<file path="config.mk">
export PLATFORM = sky130hd
export DESIGN_NAME = eapc_ext_pin_irq
export DESIGN_NICKNAME = d
export VERILOG_FILES = /design/src/eapc_pkg.sv /design/src/eapc_ext_pin_irq.sv
export SDC_FILE = /design/constraint.sdc
export NUM_CORES = 1
export LEC_CHECK = 0
export ABC_AREA = 1
export BUFFER_PORTS_ARGS = -buffer_cell sky130_fd_sc_hd__buf_2
export CORE_AREA = 2 2 118 120
export CTS_CLUSTER_DIAMETER = 30
export CTS_CLUSTER_SIZE = 8
export DETAILED_ROUTE_END_ITERATION = 16
export DIE_AREA = 0 0 120 122
export PLACE_DENSITY_LB_ADDON = 0.15
export SYNTH_ARGS = -nofsm -noshare
export SYNTH_HDL_FRONTEND = slang
export SYNTH_SLANG_ARGS = --single-unit
</file>
<file path="constraint.sdc">
create_clock -name core_clk -period 4.91 [get_ports core_clk]
set_input_delay 0 -clock core_clk [delete_from_list [all_inputs] [get_ports core_clk]]
set_output_delay 0 -clock core_clk [all_outputs]
set_load 0.02 [all_outputs]
</file>
<file path="src/eapc_pkg.sv">
package eapc_pkg;

    // ------------------------------------------------------------
    // register indices (byte address is four times the index)
    // ------------------------------------------------------------
    localparam int         IDX_W        = 8;
    localparam logic [7:0] IDX_PC_FLAGS = 8'h3B;
    localparam logic [7:0] IDX_EXT_FLAG = 8'h3C;
    localparam logic [7:0] IDX_EXT_MASK = 8'h3D;
    localparam logic [7:0] IDX_STATUS   = 8'h3F;
    localparam logic [7:0] IDX_GRP_EN   = 8'h68;
    localparam logic [7:0] IDX_SENSE    = 8'h69;
    localparam logic [7:0] IDX_MASK0    = 8'h6B;
    localparam logic [7:0] IDX_MASK1    = 8'h6C;
    localparam logic [7:0] IDX_MASK2    = 8'h6D;
    localparam logic [7:0] IDX_MASK3    = 8'h73;

    // ------------------------------------------------------------
    // implemented bits and reset values
    // ------------------------------------------------------------
    localparam logic [7:0] REG_RESET    = 8'h00;
    localparam logic [7:0] WM_PC_FLAGS  = 8'h0F;
    localparam logic [7:0] WM_EXT       = 8'h01;
    localparam logic [7:0] WM_STATUS    = 8'h80;
    localparam logic [7:0] WM_GRP_EN    = 8'h0F;
    localparam logic [7:0] WM_SENSE     = 8'h03;
    localparam logic [7:0] WM_MASK0     = 8'h0F;
    localparam logic [7:0] WM_MASK1     = 8'h08;
    localparam logic [7:0] WM_MASK2     = 8'hF7;
    localparam logic [7:0] WM_MASK3     = 8'h0F;
    localparam int         GIE_BIT      = 7;

    // ------------------------------------------------------------
    // pins and groups
    // ------------------------------------------------------------
    localparam int NUM_PINS   = 28;
    localparam int NUM_GROUPS = 4;
    localparam logic [27:0] GRP_PINS [NUM_GROUPS] = '{
        28'h000_000F,
        28'h000_0F00,
        28'h0FF_0000,
        28'hF00_0000
    };

    localparam logic [1:0] RESP_OKAY   = 2'h0;
    localparam logic [1:0] RESP_SLVERR = 2'h2;

    typedef enum logic [1:0] {
        SENSE_LOW  = 2'h0,
        SENSE_ANY  = 2'h1,
        SENSE_FALL = 2'h2,
        SENSE_RISE = 2'h3
    } eapc_sense_t;

    // one bit per vector: external line 0 and the four groups
    typedef struct packed {
        logic [3:0] group;
        logic       ext0;
    } eapc_irq_t;

endpackage

</file>
<file path="src/eapc_ext_pin_irq.sv">
// The AXI4-Lite interface to the registers was decided locally.
`timescale 1ns/1ps
module eapc_ext_pin_irq
    import eapc_pkg::*;
#(
    parameter int ADDR_W = 12
) (
    input  wire logic                core_clk,
    input  wire logic                rstn,
    input  wire logic [ADDR_W-1:0]   s_axi_awaddr,
    input  wire logic                s_axi_awvalid,
    output logic                     s_axi_awready,
    input  wire logic [31:0]         s_axi_wdata,
    input  wire logic [3:0]          s_axi_wstrb,
    input  wire logic                s_axi_wvalid,
    output logic                     s_axi_wready,
    output logic [1:0]               s_axi_bresp,
    output logic                     s_axi_bvalid,
    input  wire logic                s_axi_bready,
    input  wire logic [ADDR_W-1:0]   s_axi_araddr,
    input  wire logic                s_axi_arvalid,
    output logic                     s_axi_arready,
    output logic [31:0]              s_axi_rdata,
    output logic [1:0]               s_axi_rresp,
    output logic                     s_axi_rvalid,
    input  wire logic                s_axi_rready,
    input  wire logic                ext_irq0_pin,
    input  wire logic [NUM_PINS-1:0] change_watch_pins,
    input  wire logic                sleepActive,
    input  wire eapc_irq_t           vectorTaken,
    output eapc_irq_t                irqRequest,
    output logic                     wakeRequest
);

    // ------------------------------------------------------------
    // parameter check
    // ------------------------------------------------------------
    if (ADDR_W < IDX_W + 3) begin : g_bad_addr
        $error("ADDR_W too small for the register map");
    end

    // ------------------------------------------------------------
    // reset release
    // ------------------------------------------------------------
    logic [1:0] rstPipe;
    logic       rstSyncN;

    always_ff @(posedge core_clk or negedge rstn) begin
        if (!rstn) begin
            rstPipe <= 2'b00;
        end else begin
            rstPipe <= {rstPipe[0], 1'b1};
        end
    end

    assign rstSyncN = rstPipe[1];

    // ------------------------------------------------------------
    // registers
    // ------------------------------------------------------------
    logic [7:0]  pcFlags;
    logic [7:0]  extFlag;
    logic [7:0]  extMask;
    logic [7:0]  statusReg;
    logic [7:0]  grpEnable;
    logic [7:0]  senseCtrl;
    logic [7:0]  mask0;
    logic [7:0]  mask1;
    logic [7:0]  mask2;
    logic [7:0]  mask3;
    logic        globalEn;
    eapc_sense_t senseMode;

    assign globalEn  = statusReg[GIE_BIT];
    assign senseMode = eapc_sense_t'(senseCtrl[1:0]);

    // ------------------------------------------------------------
    // decode helpers
    // ------------------------------------------------------------
    function automatic logic isMapped(input logic [7:0] idx);
        case (idx)
            IDX_PC_FLAGS, IDX_EXT_FLAG, IDX_EXT_MASK,
            IDX_STATUS, IDX_GRP_EN, IDX_SENSE,
            IDX_MASK0, IDX_MASK1, IDX_MASK2,
            IDX_MASK3: isMapped = 1'b1;
            default:   isMapped = 1'b0;
        endcase
    endfunction

    function automatic logic [7:0] addrIndex(input logic [ADDR_W-1:0] a);
        addrIndex = a[IDX_W+1:2];
    endfunction

    function automatic logic addrInRange(input logic [ADDR_W-1:0] a);
        addrInRange = (a[ADDR_W-1:IDX_W+2] == '0) && (a[1:0] == 2'b00);
    endfunction

    // ------------------------------------------------------------
    // write channel
    // ------------------------------------------------------------
    logic              awHeld;
    logic              wHeld;
    logic [ADDR_W-1:0] wrAddr;
    logic [7:0]        wrData;
    logic              wrLane0;
    logic              doWrite;
    logic              wrOk;
    logic [7:0]        wrIdx;

    assign s_axi_awready = !awHeld && !s_axi_bvalid;
    assign s_axi_wready  = !wHeld && !s_axi_bvalid;
    assign doWrite       = awHeld && wHeld && !s_axi_bvalid;
    assign wrIdx         = addrIndex(wrAddr);
    assign wrOk          = addrInRange(wrAddr) && isMapped(wrIdx);

    always_ff @(posedge core_clk or negedge rstSyncN) begin
        if (!rstSyncN) begin
            awHeld <= 1'b0;
            wrAddr <= '0;
        end else if (s_axi_awvalid && s_axi_awready) begin
            awHeld <= 1'b1;
            wrAddr <= s_axi_awaddr;
        end else if (doWrite) begin
            awHeld <= 1'b0;
        end
    end

    always_ff @(posedge core_clk or negedge rstSyncN) begin
        if (!rstSyncN) begin
            wHeld   <= 1'b0;
            wrData  <= 8'h00;
            wrLane0 <= 1'b0;
        end else if (s_axi_wvalid && s_axi_wready) begin
            wHeld   <= 1'b1;
            wrData  <= s_axi_wdata[7:0];
            wrLane0 <= s_axi_wstrb[0];
        end else if (doWrite) begin
            wHeld <= 1'b0;
        end
    end

    always_ff @(posedge core_clk or negedge rstSyncN) begin
        if (!rstSyncN) begin
            s_axi_bvalid <= 1'b0;
            s_axi_bresp  <= RESP_OKAY;
        end else if (doWrite) begin
            s_axi_bvalid <= 1'b1;
            s_axi_bresp  <= wrOk ? RESP_OKAY : RESP_SLVERR;
        end else if (s_axi_bready) begin
            s_axi_bvalid <= 1'b0;
        end
    end

    // a write without byte lane 0 is answered but stores nothing
    logic       wrHit;
    logic [7:0] wrOnes;

    assign wrHit  = doWrite && wrOk && wrLane0;
    assign wrOnes = wrHit ? wrData : 8'h00;

    // ------------------------------------------------------------
    // plain read/write registers
    // ------------------------------------------------------------
    always_ff @(posedge core_clk or negedge rstSyncN) begin
        if (!rstSyncN) begin
            extMask   <= REG_RESET;
            statusReg <= REG_RESET;
            grpEnable <= REG_RESET;
            senseCtrl <= REG_RESET;
            mask0     <= REG_RESET;
            mask1     <= REG_RESET;
            mask2     <= REG_RESET;
            mask3     <= REG_RESET;
        end else if (wrHit) begin
            case (wrIdx)
                IDX_EXT_MASK: extMask   <= wrData & WM_EXT;
                IDX_STATUS:   statusReg <= wrData & WM_STATUS;
                IDX_GRP_EN:   grpEnable <= wrData & WM_GRP_EN;
                IDX_SENSE:    senseCtrl <= wrData & WM_SENSE;
                IDX_MASK0:    mask0     <= wrData & WM_MASK0;
                IDX_MASK1:    mask1     <= wrData & WM_MASK1;
                IDX_MASK2:    mask2     <= wrData & WM_MASK2;
                IDX_MASK3:    mask3     <= wrData & WM_MASK3;
                default:      extMask   <= extMask;
            endcase
        end
    end

    // ------------------------------------------------------------
    // pin synchronisers
    // ------------------------------------------------------------
    // the pad value is taken whatever the pin direction
    logic [NUM_PINS:0] syncA;
    logic [NUM_PINS:0] syncB;
    logic [NUM_PINS:0] syncC;
    logic [NUM_PINS:0] stable;
    logic [NUM_PINS:0] nextStable;

    always_ff @(posedge core_clk or negedge rstSyncN) begin
        if (!rstSyncN) begin
            syncA <= '0;
            syncB <= '0;
            syncC <= '0;
        end else begin
            syncA <= {ext_irq0_pin, change_watch_pins};
            syncB <= syncA;
            syncC <= syncB;
        end
    end

    // a bit moves only once the last two stages agree
    assign nextStable = (syncB & syncC) | (stable & (syncB | syncC));

    always_ff @(posedge core_clk or negedge rstSyncN) begin
        if (!rstSyncN) begin
            stable <= '0;
        end else begin
            stable <= nextStable;
        end
    end

    // ------------------------------------------------------------
    // external line 0
    // ------------------------------------------------------------
    logic extGate;
    logic extLevel;
    logic extLevelQ;
    logic extRise;
    logic extFall;
    logic extEvent;
    logic extClear;

    // input buffer off in sleep while the line is masked
    assign extGate  = sleepActive && !extMask[0];
    assign extLevel = extGate ? 1'b0 : nextStable[NUM_PINS];

    always_ff @(posedge core_clk or negedge rstSyncN) begin
        if (!rstSyncN) begin
            extLevelQ <= 1'b0;
        end else begin
            extLevelQ <= extLevel;
        end
    end

    assign extRise = extLevel && !extLevelQ;
    assign extFall = !extLevel && extLevelQ;

    always_comb begin
        case (senseMode)
            SENSE_ANY:  extEvent = extRise || extFall;
            SENSE_FALL: extEvent = extFall;
            SENSE_RISE: extEvent = extRise;
            default:    extEvent = 1'b0;
        endcase
    end

    assign extClear = wrOnes[0] && (wrIdx == IDX_EXT_FLAG);

    always_ff @(posedge core_clk or negedge rstSyncN) begin
        if (!rstSyncN) begin
            extFlag <= REG_RESET;
        end else if (senseMode == SENSE_LOW) begin
            extFlag <= REG_RESET;
        end else if (extEvent) begin
            extFlag <= WM_EXT;
        end else if (extClear || vectorTaken.ext0) begin
            extFlag <= REG_RESET;
        end
    end

    // ------------------------------------------------------------
    // pin-change groups
    // ------------------------------------------------------------
    logic [NUM_PINS-1:0]   pinEnable;
    logic [NUM_PINS-1:0]   pinChanged;
    logic [NUM_GROUPS-1:0] grpHit;
    logic [NUM_GROUPS-1:0] grpClear;

    // mask1 keeps only bit 3, so its low nibble lands on pins 11:8
    assign pinEnable = {mask3[3:0], mask2, 4'h0, mask1[3:0], 4'h0, mask0[3:0]};
    assign pinChanged = nextStable[NUM_PINS-1:0] ^ stable[NUM_PINS-1:0];

    for (genvar g = 0; g < NUM_GROUPS; g++) begin : g_group
        // a masked-in pin only counts while its group is enabled
        assign grpHit[g]   = |(pinChanged & pinEnable & GRP_PINS[g]
                               & {NUM_PINS{grpEnable[g]}});
        assign grpClear[g] = (wrOnes[g] && (wrIdx == IDX_PC_FLAGS))
                             || vectorTaken.group[g];

        always_ff @(posedge core_clk or negedge rstSyncN) begin
            if (!rstSyncN) begin
                pcFlags[g] <= 1'b0;
            end else if (grpHit[g]) begin
                pcFlags[g] <= 1'b1;
            end else if (grpClear[g]) begin
                pcFlags[g] <= 1'b0;
            end
        end
    end

    assign pcFlags[7:NUM_GROUPS] = '0;

    // ------------------------------------------------------------
    // requests to the cpu
    // ------------------------------------------------------------
    always_comb begin
        irqRequest.group = pcFlags[3:0] & grpEnable[3:0]
                           & {NUM_GROUPS{globalEn}};
        if (senseMode == SENSE_LOW) begin
            irqRequest.ext0 = extMask[0] && globalEn && !extLevel;
        end else begin
            irqRequest.ext0 = extFlag[0] && extMask[0] && globalEn;
        end
    end

    // ------------------------------------------------------------
    // clockless wake path
    // ------------------------------------------------------------
    // compares raw pads with the last settled value, and takes line 0 in low-level
    // sense mode by its raw level, so that a change is seen with the clock stopped;
    // it is only a wake hint, flags still need the clock to run
    logic [NUM_PINS-1:0] wakePins;
    logic                wakeExt;
    logic [NUM_PINS-1:0] grpEnPins;

    always_comb begin
        grpEnPins = '0;
        for (int g = 0; g < NUM_GROUPS; g++) begin
            grpEnPins = grpEnPins | (GRP_PINS[g] & {NUM_PINS{grpEnable[g]}});
        end
    end

    assign wakePins = (change_watch_pins ^ stable[NUM_PINS-1:0])
                      & pinEnable & grpEnPins;
    assign wakeExt  = extMask[0] && ((senseMode == SENSE_LOW) ? !ext_irq0_pin
                      : (ext_irq0_pin ^ stable[NUM_PINS]));
    assign wakeRequest = (|wakePins) || wakeExt;

    // ------------------------------------------------------------
    // read channel
    // ------------------------------------------------------------
    logic [7:0] rdIdx;
    logic       rdOk;
    logic [7:0] rdValue;

    assign s_axi_arready = !s_axi_rvalid;
    assign rdIdx = addrIndex(s_axi_araddr);
    assign rdOk  = addrInRange(s_axi_araddr) && isMapped(rdIdx);

    always_comb begin
        case (rdIdx)
            IDX_PC_FLAGS: rdValue = pcFlags;
            IDX_EXT_FLAG: rdValue = extFlag;
            IDX_EXT_MASK: rdValue = extMask;
            IDX_STATUS:   rdValue = statusReg;
            IDX_GRP_EN:   rdValue = grpEnable;
            IDX_SENSE:    rdValue = senseCtrl;
            IDX_MASK0:    rdValue = mask0;
            IDX_MASK1:    rdValue = mask1;
            IDX_MASK2:    rdValue = mask2;
            IDX_MASK3:    rdValue = mask3;
            default:      rdValue = 8'h00;
        endcase
    end

    always_ff @(posedge core_clk or negedge rstSyncN) begin
        if (!rstSyncN) begin
            s_axi_rvalid <= 1'b0;
            s_axi_rdata  <= 32'h0000_0000;
            s_axi_rresp  <= RESP_OKAY;
        end else if (s_axi_arvalid && s_axi_arready) begin
            s_axi_rvalid <= 1'b1;
            s_axi_rdata  <= {24'h00_0000, rdOk ? rdValue : 8'h00};
            s_axi_rresp  <= rdOk ? RESP_OKAY : RESP_SLVERR;
        end else if (s_axi_rready) begin
            s_axi_rvalid <= 1'b0;
        end
    end

endmodule

</file>
After elaboration in Yosys (flattened, before gate mapping)
Cells that the tools add are included.
- reduce and logical (&&, ||, !) cells: 70
- multiplexer cells: 29
- equality and inequality tests: 23
- bitwise logic cells: 19
- operator list (operator ; count):
    $reduce_or 28->1 ; 5
    $and 28x28->28 ; 4
    $eq 8x7->1 const B ; 12
    $pmux 8 s10 ; 1
    $eq 8x6->1 const B ; 8
    $and 29x29->29 ; 2
    $or 29x29->29 ; 2
    $xor 28x28->28 ; 2
    $mux 8 ; 4
    $and 12x28->28 ; 1
    $and 24x28->28 ; 1
    $and 4x28->28 ; 1
    $or 24x28->28 ; 1
    $logic_and 1x1->1 ; 26
    $or 12x24->24 ; 1
    $mux 1 ; 20
    $reduce_or 10->1 ; 2
    $reduce_and 2->1 ; 8
    $reduce_bool 2->1 ; 8
    $or 4x12->12 ; 1
    $logic_not 2->1 ; 5
    $and 4x4->4 ; 2
    $logic_not 1->1 ; 8
    $logic_or 1x1->1 ; 7
    other kinds (7) ; 9
- logic and storage cells: 170
- input port bits: 102
- bits in registers: 192

Logic depth before layout (Yosys ltp)
- word-level depth: 12
- gate-level depth with buffers: 11
- depth with buffers taken out: 10

Least setup slack after synthesis
No wires, ideal clock.
- kind: reg-to-reg
- start: register s_axi_bvalid
- end: register mask2[5]
- data arrival time: 1.669 ns
- stages on the path, launching flop included: 9
- library setup time: 0.117 ns
- required time: 4.793 ns
- path slack: 3.123 ns
- period minus slack after synthesis: 1.787 ns
- buffers on the path: 1
- path through: dfrtp_1 > nor3_2 > inv_2 > nor2_2 > a21boi_4 > nand3_4 > buf_6 > nand2_1 > o21ai_2
- word-level cells in the longest chain between the ends: 5
- RTL lines (element ; line ; text):
    from (decl) ; eapc_ext_pin_irq.sv:18 ; output logic s_axi_bvalid,
    from (signal assigned) ; eapc_ext_pin_irq.sv:144 ; s_axi_bvalid <= 1'b0;
    from (signal assigned) ; eapc_ext_pin_irq.sv:147 ; s_axi_bvalid <= 1'b1;
    from (signal assigned) ; eapc_ext_pin_irq.sv:150 ; s_axi_bvalid <= 1'b0;
    $logic_not 1->1 ; eapc_ext_pin_irq.sv:112 ; assign doWrite = awHeld && wHeld && !s_axi_bvalid;
    $logic_and 1x1->1 ; eapc_ext_pin_irq.sv:112 ;
    $logic_and 1x1->1 (2 in a row) ; eapc_ext_pin_irq.sv:158 ; assign wrHit = doWrite && wrOk && wrLane0;
    $reduce_and 2->1 (no line) ; -- ;
    to (signal assigned) ; eapc_ext_pin_irq.sv:182 ; IDX_MASK2: mask2 <= wrData & WM_MASK2;
    to (decl) ; eapc_ext_pin_irq.sv:69 ; logic [7:0] mask2;
Every way passes these cells.
A chain may end at the register's enable or synchronous reset.

Final worst setup path
- start: register wrAddr[8]
- end: register mask2[1]
- word-level cells in the longest chain between the ends: 7
- RTL lines (element ; line ; text):
    from (decl) ; eapc_ext_pin_irq.sv:103 ; logic [ADDR_W-1:0] wrAddr;
    from (signal assigned) ; eapc_ext_pin_irq.sv:122 ; wrAddr <= s_axi_awaddr;
    $eq 8x6->1 (tied with other cells) ; eapc_ext_pin_irq.sv:81 ; case (idx)
    $reduce_or 10->1 ; eapc_ext_pin_irq.sv:81 ;
    $mux 1 ; eapc_ext_pin_irq.sv:81 ;
    $logic_and 1x1->1 ; eapc_ext_pin_irq.sv:114 ; assign wrOk = addrInRange(wrAddr) && isMapped(wrIdx);
    $logic_and 1x1->1 (2 in a row) ; eapc_ext_pin_irq.sv:158 ;
    $reduce_and 2->1 (no line) * ; -- ;
Mark *: on every way between the ends. The rest lies on a longest branch, timed or not.

==> metrics <==
Post-CTS Hold Buffers=51; CTS root buffer=clkbuf_16; max-slew violation count=0; total grt overflow=0; clock tree buffer depth=2; Num Clock Sinks=135; drt first pass iters=5; sequential-to-total area share from yosys stat=57.56%; maxcap violations=0; Register-to-Register Path Depth=10; die width=120 um; RSZ-0062 raised after global routing=no; number of remaining DRC errors=0; Area Growth Syn to Fin=27.86%; Routed Antenna Nets=0; routed length per instance=between 10 and 15 um; run status=complete, but fails checks; die height=122 um; Peak VDD IR=323.0 uV; Fin. Hold Viols=1; FMAX=496.1 MHz; fin crit period=~2000 ps; peak fanout along the critical path=14; flops & latches, synth=135; initial antenna violation count=0; pin count of the biggest net entering global routing=60; worst setup path category=reg -> reg; Setup-failing EPs final=0; IO Count=roughly 150; synthesized instance count=~640; core footprint=13500 um2; Worst-path clk slew=60 ps; Layout fillers=1213; Cell Area, Synth=5869 um2; Cell variety after synth=42; CTS tree=yes; crit path DAT=around 2300 ps; Req. time, crit path=5210 ps; GPL Wtd Cong=0.8418; worst hold path type=in -> reg; Leakage=0.003680 uW; final WL=approximately 14000 um; dpl hpwl=about 9600 um; Initial Util=43.46%; Most used DFF post-synth=dfrtp_1; dpl cells=899; die area=14640 um2; Nets=about 900; worst-skew pair later-pin latency=420 ps; Setup TNS=0 ps; Final Skew=between 7 and 8 ps; ys async rst share=between 90% and 100%; FF/Latch Area=3382 um2; Inserted Clock Buffers=17; FP Rows=43; Diodes inserted=0; Hold Path Stages=5; Post-synth EDFFs=0; total number of vias=around 4.7k; number of global-route vias before repair=4589; port bufs=83; CP Capture Type=register; Final period util=41.05%; fin cells=980; setup repair bufs after CTS=0; Total GRT Usage=19.82%; share of cells above drive strength 1=between 10% and 20%; failing checks=hold timing; area of the multi-input gates=2112 um2; first-pass GRT wire length=~22000 um; Max-slew headroom=50.52%; yosys warns=0; drt initial violations=283; vias per cell=4.836; CTS HTree Levels=4; worst slew pin tran=between 700 and 800 ps; # resized after CTS=0; Cell Pwr Density=414.6 nW/um2; Mapped Avg Cell Area=a little over 9 um2; startpoint types=register; hold slack=-3.202 ps
==> final cells by class <==
type,count,share of cell area (%)
Multi-Input combinational cell,433,28.14
Clock buffer,22,6.319
Clock inverter,8,1.634
Inverter,66,3.301
Tap cell,180,3.001
Sequential cell,135,45.06
Timing Repair Buffer,136,12.54
==> power by group <==
group / total, uW / switching (uW) / leakage, uW / internal, uW
clock network: 1290 / 461 / 0.000284 / 830
registers: 1350 / 105 / 0.00162 / 1250
logic: 467 / 308 / 0.00177 / 159
==> flip-flops by register name, indices dropped and copies added, names as in the netlist, 2 cells and up <==
name,cells
senseCtrl,2
grpEnable,4
syncB,17
wrData,8
stable,17
mask2,7
rstPipe,2
mask3,4
syncC,17
wrAddr,12
pcFlags,4
s_axi_rdata,8
syncA,17
mask0,4
==> synthesized netlist by cell type, types with 3 or more instances <==
library cell	n	area share (%)
a21oi_1	37	3.2
buf_4	26	3.3
clkbuf_1	5	0.32
dfrtp_1	135	58
inv_1	63	4.0
inv_2	3	0.19
mux2_2	4	0.77
nand2_1	147	9.4
nand3_1	22	1.9
nand3_2	4	0.68
nand4_1	10	1.1
nor2_1	65	4.2
nor3_1	6	0.51
nor4_1	3	0.32
o211ai_1	6	0.77
o21ai_0	53	4.5
o21ai_1	4	0.34
o21ai_2	7	1.0
o21bai_1	5	0.64
o22ai_1	3	0.32
or2_2	3	0.32
xor2_1	3	0.45
==> logic make-up (layout without fill, tap and decap cells) <==
group	after synthesis	in the layout	synth area share [%]
flops	135	135	57.56
fa+ha+maj	2	2	0.4263
buf+inv	98	232	8.058
xor+xnor	4	4	0.5970
simple gates	268	268	19.66
compound gates	128	128	12.81
mux	4	4	0.7674
other cells	2	27	0.1280
==> critical path: stages, from the launching register on <==
cell	delay, ps
dfrtp_1	410
inv_2	70
nand2_1	90
nor2_4	140
nand3_2	150
nand2_1	100
nor2_1	80
a21boi_4	350
nand3_4	280
nand2_1	150
o21ai_2	60
==> path summary, 6_finish.rpt <==
kind                                  startpoint             end  slack (ps)
worst min-delay path            s_axi_araddr[11]  s_axi_rresp[1]          -3
worst max register to register         wrAddr[8]        mask2[1]        2890
worst max-delay path                   wrAddr[8]        mask2[1]        2890
min in group asynchronous             rstPipe[1]       wrAddr[6]         300
max in group asynchronous             rstPipe[1]       syncA[20]        3460
worst min register to register        rstPipe[1]       wrAddr[6]         300
==> per-layer routing <==
metal	up-vias	GRT usage [%]	part of all wire (%)
met1	2236	25.21	45
met5	-	0	0
met2	137	32.74	48
li1	2347	-	-
met3	19	5.571	5.4
met4	0	6.691	1.5
==> per-stage QoR <==
stage                     area, um2  setup slack [ps]  power, uW  hold slack (ps)  util, %
after floorplan                5963             870.2       1681           -295.6        -
after global placement         6397              2946       1784           -214.8    47.37
after detailed placement       6397              2904       1806           -212.7    47.37
after CTS                      7505              2892       3138          0.03952    55.57
after global routing           7505              2706       3267            21.00    55.57
final                          7505              2894       3112           -3.202    55.57
==> cells in the final DEF (no fill, tap or decap), types with 4 or more instances in the layout <==
cell type / Yosys / layout
o21ai_2: 7 / 7
nand2_1: 147 / 147
a21oi_1: 37 / 37
nor2_1: 65 / 65
o21ai_1: 4 / 4
mux2_2: 4 / 4
dfrtp_1: 135 / 134
nor3_1: 6 / 6
nand3_1: 22 / 22
o21bai_1: 5 / 5
o21ai_0: 53 / 53
nand4_1: 10 / 10
clkbuf_16: 0 / 17
o211ai_1: 6 / 6
nand3_2: 4 / 4
buf_2: 0 / 83
inv_1: 63 / 63
conb_1: 2 / 27
dlygate4sd3_1: 0 / 51
Note: power is estimated with default switching activity, not from simulation.
